<file path="src/hw/accr_cfg.svh">
// constants for the two-channel calibration and configuration register bank
// assumes an apb slave on pclk; byte address = 4 * register index
//
// Overview of operation
// - upper offset register holds offset bits 23:8 in all 16 bits.
// - lower offset bits 15:8 hold offset bits 7:0; bits 7:0 read zero.
// - upper gain register holds gain bits 23:8 in all 16 bits.
// - lower gain bits 15:8 hold gain bits 7:0; bits 7:0 read zero.
// - upper gain registers reset to 8000h, lower gain registers to zero.
// - upper and lower offset registers of every channel reset to zero.
// - registers decode at indexes ah, bh, ch, dh, eh, fh, 10h and 11h.
// - channel 1 phase delay is config 15:6, signed 10 bits, reset zero.
// - config bit 2 set bypasses dc blocking for channel 1 only.
// - config 1:0 pick pins, shorted inputs, positive or negative test.
// - global 4-bit dc coefficient: zero disables, else 1/4 halving.
`ifndef ACCR_CFG_SVH
`define ACCR_CFG_SVH

`define ACCR_IDX_C0_OCAL_UP 8'h0a
`define ACCR_IDX_C0_OCAL_LO 8'h0b
`define ACCR_IDX_C0_GCAL_UP 8'h0c
`define ACCR_IDX_C0_GCAL_LO 8'h0d
`define ACCR_IDX_C1_CFG 8'h0e
`define ACCR_IDX_C1_OCAL_UP 8'h0f
`define ACCR_IDX_C1_OCAL_LO 8'h10
`define ACCR_IDX_DCBLK 8'h11

`define ACCR_RST_OCAL_UP 16'h0000
`define ACCR_RST_GCAL_UP 16'h8000
`define ACCR_RST_LO 8'h00
`define ACCR_RST_CFG 16'h0000
`define ACCR_RST_DCBLK 4'h0

`define ACCR_CFG_PHASE_MSB 15
`define ACCR_CFG_PHASE_LSB 6
`define ACCR_CFG_BYPASS_BIT 2
`define ACCR_CFG_MUX_MSB 1
`define ACCR_CFG_MUX_LSB 0
`define ACCR_CFG_WR_MASK 16'hffc7

`endif

</file>
<file path="src/hw/accr_pkg.sv">
// types for the calibration register bank
// assumes nothing beyond the configuration header
package accr_pkg;
    typedef enum logic [1:0] {
        ACCR_MUX_PINS,
        ACCR_MUX_SHORT,
        ACCR_MUX_TEST_POS,
        ACCR_MUX_TEST_NEG
    } accr_mux_t;

    typedef enum logic [1:0] {
        ACCR_APB_IDLE,
        ACCR_APB_ACCESS
    } accr_apb_state_t;
endpackage : accr_pkg

</file>
<file path="src/hw/accr_wr_if.sv">
// write/read strobe bundle from the apb front end to the register store
// assumes a single pclk domain
`timescale 1ns/1ps
`default_nettype none
interface accr_wr_if;
    logic wr_en;
    logic [7:0] idx;
    logic [15:0] wdata;
    logic [15:0] rdata;
    logic hit;
    modport front (output wr_en, output idx, output wdata,
                   input rdata, input hit);
    modport store (input wr_en, input idx, input wdata,
                   output rdata, output hit);
endinterface : accr_wr_if
`default_nettype wire

</file>
<file path="src/hw/accr_apb_slave.sv">
// apb slave front end: decodes one word per register, answers in 2 cycles
// assumes 32-bit apb on pclk, registers decoded by the store
`timescale 1ns/1ps
`default_nettype none
module accr_apb_slave (
    // clock and reset
    input wire logic pclk,
    input wire logic presetn,
    input wire logic clk_en,
    // apb
    input wire logic psel,
    input wire logic penable,
    input wire logic pwrite,
    input wire logic [31:0] paddr,
    input wire logic [31:0] pwdata,
    output logic pready,
    output logic pslverr,
    output logic [31:0] prdata,
    // register store
    accr_wr_if.front rf
);
    import accr_pkg::*;

    logic pready_q, pready_d;
    logic pslverr_q, pslverr_d;
    logic [31:0] prdata_q, prdata_d;
    logic aligned;

    assign aligned = (paddr[1:0] == 2'h0) && (paddr[31:10] == 22'h0);
    assign rf.idx = paddr[9:2];
    assign rf.wdata = pwdata[15:0];
    // write lands at the completing edge only
    assign rf.wr_en = clk_en && psel && penable && pwrite && pready_q
                      && aligned && rf.hit;

    // one wait state, then pready for exactly one cycle
    always_comb begin
        pready_d = 1'b0;
        pslverr_d = 1'b0;
        prdata_d = prdata_q;
        if (psel && penable && !pready_q) begin
            pready_d = 1'b1;
            pslverr_d = !(aligned && rf.hit);
            prdata_d = (aligned && rf.hit && !pwrite)
                       ? {16'h0000, rf.rdata} : 32'h0000_0000;
        end
    end

    always_ff @(posedge pclk or negedge presetn) begin
        if (!presetn) begin
            pready_q <= 1'b0;
            pslverr_q <= 1'b0;
            prdata_q <= 32'h0000_0000;
        end else if (clk_en) begin
            pready_q <= pready_d;
            pslverr_q <= pslverr_d;
            prdata_q <= prdata_d;
        end
    end

    assign pready = pready_q;
    assign pslverr = pslverr_q;
    assign prdata = prdata_q;
endmodule : accr_apb_slave
`default_nettype wire

</file>
<file path="src/hw/accr_regs.sv">
// register store: calibration words, channel 1 config, global dc coefficient
// assumes strobes from the apb front end on the same clock
`include "accr_cfg.svh"
`timescale 1ns/1ps
`default_nettype none
module accr_regs (
    // clock and reset
    input wire logic pclk,
    input wire logic presetn,
    input wire logic clk_en,
    // front end
    accr_wr_if.store rf,
    // stored values
    output logic [23:0] c0_offset,
    output logic [23:0] c0_gain,
    output logic [23:0] c1_offset,
    output logic [15:0] c1_cfg,
    output logic [3:0] dc_coeff
);
    import accr_pkg::*;

    logic [15:0] c0_ou_q, c0_ou_d, c0_gu_q, c0_gu_d, c1_ou_q, c1_ou_d;
    logic [7:0] c0_ol_q, c0_ol_d, c0_gl_q, c0_gl_d, c1_ol_q, c1_ol_d;
    logic [15:0] cfg_q, cfg_d;
    logic [3:0] dcb_q, dcb_d;

    function automatic logic wr_at(input logic [7:0] idx);
        wr_at = rf.wr_en && (rf.idx == idx);
    endfunction : wr_at

    always_comb begin
        c0_ou_d = wr_at(`ACCR_IDX_C0_OCAL_UP) ? rf.wdata : c0_ou_q;
        c1_ou_d = wr_at(`ACCR_IDX_C1_OCAL_UP) ? rf.wdata : c1_ou_q;
        c0_gu_d = wr_at(`ACCR_IDX_C0_GCAL_UP) ? rf.wdata : c0_gu_q;
        c0_ol_d = wr_at(`ACCR_IDX_C0_OCAL_LO)
                  ? rf.wdata[15:8] : c0_ol_q;
        c1_ol_d = wr_at(`ACCR_IDX_C1_OCAL_LO)
                  ? rf.wdata[15:8] : c1_ol_q;
        c0_gl_d = wr_at(`ACCR_IDX_C0_GCAL_LO)
                  ? rf.wdata[15:8] : c0_gl_q;
        // read-only bits 5:3 never take write data
        cfg_d = wr_at(`ACCR_IDX_C1_CFG)
                ? (rf.wdata & `ACCR_CFG_WR_MASK) : cfg_q;
        dcb_d = wr_at(`ACCR_IDX_DCBLK) ? rf.wdata[3:0] : dcb_q;
    end

    always_ff @(posedge pclk or negedge presetn) begin
        if (!presetn) begin
            c0_ou_q <= `ACCR_RST_OCAL_UP;
            c1_ou_q <= `ACCR_RST_OCAL_UP;
            c0_ol_q <= `ACCR_RST_LO;
            c1_ol_q <= `ACCR_RST_LO;
            c0_gu_q <= `ACCR_RST_GCAL_UP;
            c0_gl_q <= `ACCR_RST_LO;
            cfg_q <= `ACCR_RST_CFG;
            dcb_q <= `ACCR_RST_DCBLK;
        end else if (clk_en) begin
            c0_ou_q <= c0_ou_d;
            c1_ou_q <= c1_ou_d;
            c0_ol_q <= c0_ol_d;
            c1_ol_q <= c1_ol_d;
            c0_gu_q <= c0_gu_d;
            c0_gl_q <= c0_gl_d;
            cfg_q <= cfg_d;
            dcb_q <= dcb_d;
        end
    end

    // read mux; low bytes of lower words read zero
    always_comb begin
        rf.hit = 1'b1;
        case (rf.idx)
            `ACCR_IDX_C0_OCAL_UP: rf.rdata = c0_ou_q;
            `ACCR_IDX_C0_OCAL_LO: rf.rdata = {c0_ol_q, 8'h00};
            `ACCR_IDX_C0_GCAL_UP: rf.rdata = c0_gu_q;
            `ACCR_IDX_C0_GCAL_LO: rf.rdata = {c0_gl_q, 8'h00};
            `ACCR_IDX_C1_CFG: rf.rdata = cfg_q;
            `ACCR_IDX_C1_OCAL_UP: rf.rdata = c1_ou_q;
            `ACCR_IDX_C1_OCAL_LO: rf.rdata = {c1_ol_q, 8'h00};
            `ACCR_IDX_DCBLK: rf.rdata = {12'h000, dcb_q};
            default: begin
                rf.rdata = 16'h0000;
                rf.hit = 1'b0;
            end
        endcase
    end

    assign c0_offset = {c0_ou_q, c0_ol_q};
    assign c0_gain = {c0_gu_q, c0_gl_q};
    assign c1_offset = {c1_ou_q, c1_ol_q};
    assign c1_cfg = cfg_q;
    assign dc_coeff = dcb_q;

    property p_cfg_ro;
        @(posedge pclk) disable iff (!presetn)
        cfg_q[5:3] == 3'h0;
    endproperty
    a_cfg_ro: assert property (p_cfg_ro)
        else $error("config read-only bits set");
    property p_lo_zero;
        @(posedge pclk) disable iff (!presetn)
        (rf.idx == `ACCR_IDX_C0_GCAL_LO) |-> rf.rdata[7:0] == 8'h00;
    endproperty
    a_lo_zero: assert property (p_lo_zero)
        else $error("gain lower low byte not zero");
endmodule : accr_regs
`default_nettype wire

</file>
<file path="src/hw/accr_top.sv">
// top of the calibration and configuration register bank
// assumes apb master on pclk; outputs feed the conversion datapath
//
// The APB register port was left to the implementer.
`include "accr_cfg.svh"
`timescale 1ns/1ps
`default_nettype none
module accr_top (
    // clock, reset, enable
    input wire logic pclk,
    input wire logic presetn,
    input wire logic clk_en,
    // apb
    input wire logic psel,
    input wire logic penable,
    input wire logic pwrite,
    input wire logic [31:0] paddr,
    input wire logic [31:0] pwdata,
    output logic pready,
    output logic pslverr,
    output logic [31:0] prdata,
    // channel 0 calibration
    output logic [23:0] chan0_offset_word,
    output logic [23:0] chan0_gain_word,
    // channel 1 calibration and config
    output logic [23:0] chan1_offset_word,
    output logic signed [9:0] chan1_phase_delay,
    output logic chan1_dc_block_bypass,
    output var accr_pkg::accr_mux_t chan1_input_select,
    output logic chan1_dc_block_active,
    output logic [3:0] global_dc_block_coeff,
    output logic [4:0] chan1_dc_block_shift,
    // unity-gain status
    output logic chan0_gain_unity
);
    import accr_pkg::*;

    accr_wr_if rf ();
    logic [23:0] c0_off, c0_gain, c1_off;
    logic [15:0] cfg;
    logic [3:0] dcb;

    logic [23:0] c0_off_q, c0_off_d, c0_gain_q, c0_gain_d, c1_off_q, c1_off_d;
    logic [9:0] phase_q, phase_d;
    logic byp_q, byp_d, act_q, act_d, unity_q, unity_d;
    accr_mux_t mux_q, mux_d;
    logic [3:0] dcb_q, dcb_d;
    logic [4:0] shift_q, shift_d;

    accr_apb_slave u_apb (
        .pclk(pclk),
        .presetn(presetn),
        .clk_en(clk_en),
        .psel(psel),
        .penable(penable),
        .pwrite(pwrite),
        .paddr(paddr),
        .pwdata(pwdata),
        .pready(pready),
        .pslverr(pslverr),
        .prdata(prdata),
        .rf(rf)
    );

    accr_regs u_regs (
        .pclk(pclk),
        .presetn(presetn),
        .clk_en(clk_en),
        .rf(rf),
        .c0_offset(c0_off),
        .c0_gain(c0_gain),
        .c1_offset(c1_off),
        .c1_cfg(cfg),
        .dc_coeff(dcb)
    );

    // output stage: every datapath control comes from a flop
    always_comb begin
        c0_off_d = c0_off;
        c0_gain_d = c0_gain;
        c1_off_d = c1_off;
        phase_d = cfg[`ACCR_CFG_PHASE_MSB:`ACCR_CFG_PHASE_LSB];
        byp_d = cfg[`ACCR_CFG_BYPASS_BIT];
        mux_d = accr_mux_t'(
            cfg[`ACCR_CFG_MUX_MSB:`ACCR_CFG_MUX_LSB]);
        dcb_d = dcb;
        // zero coefficient disables the filter everywhere
        act_d = !cfg[`ACCR_CFG_BYPASS_BIT] && (dcb != 4'h0);
        // coefficient 1/4 at code 1 is a shift of 2, halving per step
        shift_d = (dcb == 4'h0) ? 5'h00 : 5'({1'b0, dcb} + 5'h01);
        unity_d = (c0_gain == {`ACCR_RST_GCAL_UP, `ACCR_RST_LO});
    end

    always_ff @(posedge pclk or negedge presetn) begin
        if (!presetn) begin
            c0_off_q <= 24'h000000;
            c0_gain_q <= {`ACCR_RST_GCAL_UP, `ACCR_RST_LO};
            c1_off_q <= 24'h000000;
            phase_q <= 10'h000;
            byp_q <= 1'b0;
            mux_q <= ACCR_MUX_PINS;
            dcb_q <= `ACCR_RST_DCBLK;
            act_q <= 1'b0;
            shift_q <= 5'h00;
            unity_q <= 1'b1;
        end else if (clk_en) begin
            c0_off_q <= c0_off_d;
            c0_gain_q <= c0_gain_d;
            c1_off_q <= c1_off_d;
            phase_q <= phase_d;
            byp_q <= byp_d;
            mux_q <= mux_d;
            dcb_q <= dcb_d;
            act_q <= act_d;
            shift_q <= shift_d;
            unity_q <= unity_d;
        end
    end

    assign chan0_offset_word = c0_off_q;
    assign chan0_gain_word = c0_gain_q;
    assign chan1_offset_word = c1_off_q;
    assign chan1_phase_delay = phase_q;
    assign chan1_dc_block_bypass = byp_q;
    assign chan1_input_select = mux_q;
    assign global_dc_block_coeff = dcb_q;
    assign chan1_dc_block_active = act_q;
    assign chan1_dc_block_shift = shift_q;
    assign chan0_gain_unity = unity_q;

    // a write to an upper or lower word is visible at the output two edges later
    property p_ocal_up;
        @(posedge pclk) disable iff (!presetn)
        (clk_en && rf.wr_en && rf.idx == `ACCR_IDX_C0_OCAL_UP) ##1 clk_en
        |=> chan0_offset_word[23:8] == $past(rf.wdata, 2);
    endproperty
    a_ocal_up: assert property (p_ocal_up)
        else $error("offset upper lost");
    property p_gcal_lo;
        @(posedge pclk) disable iff (!presetn)
        (clk_en && rf.wr_en && rf.idx == `ACCR_IDX_C0_GCAL_LO) ##1 clk_en
        |=> chan0_gain_word[7:0] == $past(rf.wdata[15:8], 2);
    endproperty
    a_gcal_lo: assert property (p_gcal_lo)
        else $error("gain lower lost");
    property p_gcal_up;
        @(posedge pclk) disable iff (!presetn)
        (clk_en && rf.wr_en && rf.idx == `ACCR_IDX_C0_GCAL_UP) ##1 clk_en
        |=> chan0_gain_word[23:8] == $past(rf.wdata, 2);
    endproperty
    a_gcal_up: assert property (p_gcal_up)
        else $error("gain upper lost");
    property p_lo_read;
        @(posedge pclk) disable iff (!presetn)
        (pready && !pslverr && !pwrite && paddr[9:2] == `ACCR_IDX_C1_OCAL_LO)
        |-> prdata[7:0] == 8'h00;
    endproperty
    a_lo_read: assert property (p_lo_read)
        else $error("low byte not zero");
    property p_rst_gain;
        @(posedge pclk) $rose(presetn) |-> chan0_gain_word == 24'h800000
            && chan0_offset_word == 24'h000000;
    endproperty
    a_rst_gain: assert property (p_rst_gain)
        else $error("bad reset");
    property p_decode;
        @(posedge pclk) disable iff (!presetn)
        (pready && paddr[1:0] == 2'h0 && paddr[31:10] == 22'h0
         && paddr[9:2] > `ACCR_IDX_DCBLK) |-> pslverr;
    endproperty
    a_decode: assert property (p_decode)
        else $error("unmapped accepted");
    property p_phase;
        @(posedge pclk) disable iff (!presetn)
        clk_en |=> chan1_phase_delay == $past(cfg[15:6]);
    endproperty
    a_phase: assert property (p_phase) else $error("phase mismatch");
    property p_bypass;
        @(posedge pclk) disable iff (!presetn)
        chan1_dc_block_bypass |-> !chan1_dc_block_active;
    endproperty
    a_bypass: assert property (p_bypass) else $error("bypass ignored");
    property p_mux;
        @(posedge pclk) disable iff (!presetn)
        clk_en |=> chan1_input_select == accr_mux_t'($past(cfg[1:0]));
    endproperty
    a_mux: assert property (p_mux) else $error("mux mismatch");
    property p_coeff;
        @(posedge pclk) disable iff (!presetn)
        (global_dc_block_coeff == 4'h0) |-> !chan1_dc_block_active;
    endproperty
    a_coeff: assert property (p_coeff)
        else $error("zero code active");
    property p_unity;
        @(posedge pclk) disable iff (!presetn)
        clk_en |=> chan0_gain_unity == ($past(c0_gain) == 24'h800000);
    endproperty
    a_unity: assert property (p_unity)
        else $error("unity flag wrong");

    c_wr: cover property (@(posedge pclk) pready && pwrite && !pslverr);
    c_rd: cover property (@(posedge pclk) pready && !pwrite && !pslverr);
    c_err: cover property (@(posedge pclk) pready && pslverr);
    c_byp: cover property (@(posedge pclk) chan1_dc_block_bypass);
endmodule : accr_top
`default_nettype wire

</file>
<file path="config.mk">
export PLATFORM = sky130hd
export DESIGN_NAME = accr_top
export DESIGN_NICKNAME = d
export VERILOG_FILES = /design/src/hw/accr_pkg.sv /design/src/hw/accr_wr_if.sv /design/src/hw/accr_apb_slave.sv /design/src/hw/accr_regs.sv /design/src/hw/accr_top.sv
export VERILOG_INCLUDE_DIRS = /design/src /design/src/hw
export SDC_FILE = /design/constraint.sdc
export NUM_CORES = 1
export LEC_CHECK = 0
export BUFFER_PORTS_ARGS = -buffer_cell sky130_fd_sc_hd__buf_2
export CORE_MARGIN = 2
export CORE_UTILIZATION = 30
export CTS_CLUSTER_SIZE = 12
export DETAILED_ROUTE_END_ITERATION = 8
export GPL_ROUTABILITY_DRIVEN = 1
export PLACE_DENSITY_LB_ADDON = 0.1
export REMOVE_ABC_BUFFERS = 1
export SETUP_SLACK_MARGIN = 0.3
export SYNTH_ARGS = -nofsm -noshare
export SYNTH_HDL_FRONTEND = slang
export SYNTH_SLANG_ARGS = --single-unit
</file>
<file path="constraint.sdc">
create_clock -name pclk -period 4.8 [get_ports pclk]
set_input_delay 0.96 -clock pclk [delete_from_list [all_inputs] [get_ports pclk]]
set_output_delay 0.96 -clock pclk [all_outputs]
set_load 0.005 [all_outputs]
</file>
==> results.yml, run 1 <==
min_path:
  min_path_type: "reg -> reg"
die:
  die_x_um: 174
  initial_core_util_pct: 30.3
  fp.coreArea_um2: 28600
  io-pin-count: 200
  dieArea_um2: 30300
  rows: 62
  die_h_um: 174
clocking:
  holdBufCountCts: 0
  htreeDepth: 1
  numCtsBuffers: 23
  post_cts.repair.setup_buffers: 0
  cts.clk_slew.worst_paths_ns: 0.06
  cts_resized: 0
  cts-root-buf: "clkbuf_16"
  clock_sink_count: 203
  clock_path_buffers: 3
  worstSkewPairLatency_ns: 0.51
  cts_tree: "done"
sta:
  fin_crit_ns: 3.32
  holdWs_ns: 0.481
  clock_skew_ns: 0.00916
  rsz0062_at_grt: "false"
  hold_viol: 0
  slew_headroom_pct: 35.6
  fin_ws_ns: 1.48
  worst_slew_pin_slew_ns: 0.966
  fin_crit_sh_pct: 69.1
  fin_tns_setup_ns: 0
  drv_slew: 0
  setup_viol: 0
  clock.fmax_mhz: 301
logic_synthesis:
  synthesis.area_um2: 8690
  synth_most_common_cell: "dfrtp_1"
  synth_flop_cell: "dfrtp_1"
  synth_edf_count: 0
  synth_warnings: 0
  synth_cell_types: 49
  synth_commonest_cells: "200 x dfrtp_1, 170 x mux2_2, 29 x nand2_1"
  synth_top_area_share_pct: 57.6
  synth.largest_area_cell: "dfrtp_1"
  yosys_register_bits: 203
  async_flop_share_pct: 100
  synth_cells: 622
  synth_area_leaders: "dfrtp_1 58%, mux2_2 22%, mux4_2 1.8%"
  avgSynthCellArea_um2: 14.0
  yosysSeqAreaShare_pct: 58.5
routing:
  routed_via_density: 4.73
  post_drt_wl_per_cell_um: 20.4
  drcViolationCount: 0
  drt_iter0_markers: 233
  wl_um: 24500
  dr.pass1.iters: 4
  ant_nets: 0
  vias: 5677
power_and_ir_drop:
  p_leak_uw: 0.00555
  vdd_drop_max_mv: 0.146
  power.density_nw_per_um2: 339
global_routing:
  grt_max_degree: 115
  antenna_found_initial: 1
  grt.total_usage_pct: 16.1
  grt_pass1_vias: 6095
  grt_pass1_wl_um: 37600
  grt_remaining_overflow: 0
critical_path:
  cp_max_fo: 10
  crit_type: "in -> reg"
  cp_data_arrival_time_ns: 3.70
  end_kind: "register"
  worstPathRequired_ns: 5.18
  worstSetupStartpointType: "primary input"
placed_design:
  dp_hpwl_um: 16800
  io_buffers: 167
  post-place-ws_ns: 0.797
  dp_cells: 1160
  place.gp.congestion: 0.755
run_status:
  outcome: "finished, final reports clean"
layout:
  drive_above_1_share_pct: 51.3
  finalNonFillerCells: 1199
  nNetsFinal: 873
  area.growth.synth_to_final_pct: 23.2
  num_antenna_cells: 0
job:
  drv_cap: 0
-- report_power, final --
part           internal (uW)  total, uW  switching, uW
sequential              1710       1710           1.12
combinational           43.5        143           99.5
clock                   1100       1780            679
total                   2850       3630            779
-- flip-flops by register name, summed over array words and instances (netlist names), 10 cells and up --
register,count
chan0_gain_word,24
chan0_offset_word,24
chan1_offset_word,24
u_apb.prdata,16
u_regs.c0_gu_q,16
u_regs.c0_ou_q,16
u_regs.c1_ou_q,16
u_regs.c1_cfg,13
chan1_phase_delay,10
-- cells by family after synthesis --
group	synth area share, %
flip-flops	58.5
multiplexers	27.0
AND/OR/NAND/NOR	6.91
AO/OA/AOI/OAI	3.82
buffers and inverters	3.36
adder cells (fa/ha/maj)	0.288
other	0.0432
XOR/XNOR	0.101
-- worst paths after layout --
kind	start	depth (start not counted)	to	slack (ns)
min in group asynchronous	presetn	1	chan0_gain_word[14]$_DFFE_PN0P_	0.57
worst max register to register	u_apb.pready$_DFFE_PN0P_	5	u_regs.c1_ou_q[5]$_DFFE_PN0P_	2.26
max in group asynchronous	presetn	2	u_regs.c1_cfg[8]$_DFFE_PN0P_	3.13
worst max-delay path	paddr[6]	6	u_regs.c1_ou_q[5]$_DFFE_PN0P_	1.48
worst min register to register	chan0_gain_unity$_DFFE_PN1P_	2	chan0_gain_unity$_DFFE_PN1P_	0.48
worst min-delay path	chan0_gain_unity$_DFFE_PN1P_	2	chan0_gain_unity$_DFFE_PN1P_	0.48
-- metal layers --
metal	track usage, %	routed length [um]	vias up
met5	0	13	-
met4	3.22	347	2
met1	21.3	10800	2915
met2	27.3	11900	163
met3	3.74	1490	27
li1	-	-	2570
-- worst max-delay path, stage by stage --
cell and delay (ns):
buf_2 0.13, nor4_1 0.54, nand3_1 0.59, nor3_4 0.77
buf_4 0.34, mux2_2 0.36
-- cell type report --
type	count	area (um^2)
inverter	7	26.3
tap	384	480
clock buffer	32	649
timing repair buffer	184	975
fill	2779	17900
clock inverter	7	110
multi-input combinational	382	3380
sequential	203	5080
-- layout by cell type (no fill, tap or decap), types with 3 or more instances in the layout --
cell / count
dfrtp_1: 200
mux2_2: 170
buf_2: 165
nand2_1: 29
clkbuf_16: 23
nor2_1: 22
o21ai_0: 21
buf_4: 18
conb_1: 16
mux2i_1: 12
nand3_1: 11
nor4_1: 10
mux2_4: 10
a21oi_1: 8
nor2b_1: 8
inv_1: 7
mux4_2: 7
a211oi_1: 7
clkbuf_1: 5
clkbuf_8: 5
a22oi_1: 4
a221oi_1: 4
clkinv_2: 4
nand2b_1: 3
nand4_1: 3
nor3_1: 3
nor4b_1: 3
or2_2: 3
dfstp_2: 3
bufinv_16: 3
-- through the flow --
| step | total power [uW] | util (%) | instance area (um^2) |
|---|---|---|---|
| after floorplan | 1780 | - | 8480 |
| after global placement | 1890 | 34.7 | 9940 |
| after detailed placement | 1890 | 34.7 | 9940 |
| after CTS | 3700 | 37.4 | 10700 |
| after global routing | 3790 | 37.4 | 10700 |
| final | 3630 | 37.4 | 10700 |
Power figures use the tool's default switching activity.
==> inputs of run 2 (changes only) <==
Clock period 4.8 ns to 2.8 ns, I/O delays scaled along.
==> run 2 against run 1 <==
Net effect:
- worst hold slack got worse by 0.16 ns
- critical path type unchanged
- largest cell class unchanged
- largest power group unchanged
- register-to-register slack worse by 1.6 ns
- setup slack worse by 0.99 ns
- critical endpoint is now u_regs.c0_gl_q[1]$_DFFE_PN0P_
- global-route usage barely moved
==> results.yml, run 2 (synthesized netlist as in run 1, its figures left out) <==
run_status:
  outcome: "finished, final reports clean"
sta:
  drv_slew: 0
  fin_crit_sh_pct: 82.4
  hold_viol: 0
  fin_crit_ns: 2.31
  clock.fmax_mhz: 433
  rsz0062_at_grt: "false"
  worst_slew_pin_slew_ns: 0.723
  setup_viol: 0
  slew_headroom_pct: 51.8
  clock_skew_ns: 0.0167
  fin_ws_ns: 0.492
placed_design:
  io_buffers: 167
  place.gp.congestion: 0.783
  post-place-ws_ns: -0.0460
  place_area_um2: 10200
  dp_hpwl_um: 17100
clocking:
  htreeDepth: 1
  cts-root-buf: "clkbuf_16"
  clock_path_buffers: 3
  worstSkewPairLatency_ns: 0.52
  cts.clk_slew.worst_paths_ns: 0.06
  numCtsBuffers: 24
  post_cts.repair.setup_buffers: 0
  cts_tree: "done"
  clock_sink_count: 203
layout:
  num_antenna_cells: 0
  layout_commonest_cell: "dfrtp_1"
  final_area_um2: 11000
  final_cell_mix: "200 x dfrtp_1, 170 x mux2_2, 165 x buf_2, 31 x buf_4, 29 x nand2_1"
  nNetsFinal: 895
  area.growth.synth_to_final_pct: 26.5
  drive_above_1_share_pct: 52.2
  fillCellCount: 2772
routing:
  dr.pass1.iters: 4
  wl_um: 24400
  ant_nets: 0
  vias: 5754
  drt_iter0_markers: 230
  routed_via_density: 4.70
  drcViolationCount: 0
  post_drt_wl_per_cell_um: 19.9
global_routing:
  grt_pass1_vias: 6131
  antenna_found_initial: 2
  grt_max_degree: 103
  grt_pass1_wl_um: 38000
  grt_remaining_overflow: 0
  grt.total_usage_pct: 16.2
critical_path:
  worstSetupStartpointType: "primary input"
  end_kind: "register"
  worstPathRequired_ns: 3.20
  crit_type: "in -> reg"
  cp_max_fo: 7
  cp_data_arrival_time_ns: 2.71
job:
  drv_cap: 0
die:
  die_x_um: 174
  dieArea_um2: 30300
  die_h_um: 174
  io-pin-count: 200
  fp.coreArea_um2: 28600
  initial_core_util_pct: 30.3
  rows: 62
power_and_ir_drop:
  power.density_nw_per_um2: 575
  p_leak_uw: 0.00569
  vdd_drop_max_mv: 0.476
min_path:
  min_path_type: "in -> reg"
==> run 2: cell count changes in the layout (fill, tap and decap cells not counted), sizes merged <==
cell,previous run,this run
clkinvlp,0,1
clkbuf,33,36
buf,183,203
clkinv,4,5
dlygate4sd3,0,1
==> run 2: final cells by class <==
cell class                 instances  area, um^2  area share, %
sequential                       203        5080           46.3
tap                              384         480           4.37
clock buffer                      35         662           6.02
inverter                           7        26.3          0.239
timing repair buffer             205        1220           11.1
multi-input combinational        382        3380           30.8
clock inverter                     9         134           1.22
==> run 2: per-stage QoR <==
stage                     hold WS [ns]  TNS, ns  instances  power (uW)  utilization [%]
after global placement           0.449        0       1180        3250             35.6
after CTS                        0.303        0       1225        6430             38.4
after detailed placement         0.452   -0.335       1180        3260             35.6
after global routing             0.311        0       1225        6580             38.4
after floorplan                  0.264    -3.48        592        3050                -
final                            0.326        0       1225        6320             38.4
==> run 2: per-layer routing <==
metal	wire length, um	share of wire (%)	track usage [%]	up-vias
li1	-	-	-	2615
met1	10900	45	22.0	2947
met2	11800	48	26.8	162
met3	1260	5.1	3.43	26
met4	401	1.6	3.15	4
met5	27	0.11	0	-
==> run 2: worst max-delay path: stages <==
cell and delay, ns:
buf_2 0.10, nor4_1 0.28, nand4_1 0.25, or3_1 0.46, buf_4 0.18, nor4b_4 0.35
buf_12 0.18, mux2_2 0.33
==> run 2: final timing paths <==
check                                                   from                             to  slack [ns]  depth (start not counted)
worst min register to register  chan0_gain_unity$_DFFE_PN1P_   chan0_gain_unity$_DFFE_PN1P_        0.49                          2
worst min-delay path                               pwdata[5]  u_regs.c0_gu_q[5]$_DFFE_PN0P_        0.33                          2
worst max register to register      u_apb.pready$_DFFE_PN0P_  u_regs.c0_gl_q[1]$_DFFE_PN0P_        0.70                          6
min in group asynchronous                            presetn  u_regs.c0_gu_q[8]$_DFFE_PN0P_        0.48                          2
max in group asynchronous                            presetn   chan0_gain_unity$_DFFE_PN1P_        1.58                          3
worst max-delay path                                paddr[1]  u_regs.c0_gl_q[1]$_DFFE_PN0P_        0.49                          8
==> run 2: power breakdown <==
part / switching (uW) / total, uW / internal (uW)
clock network: 1200 / 3120 / 1920
registers: 2.13 / 2940 / 2940
logic: 172 / 257 / 85.4
total: 1380 / 6320 / 4940
==> run 2: repair_timing <==
action	4_1_cts	5_1_grt
hold endpoints to repair	20	0
endpoints found under the setup margin	0	0
resized for setup	0	0
hold buffers	1	0
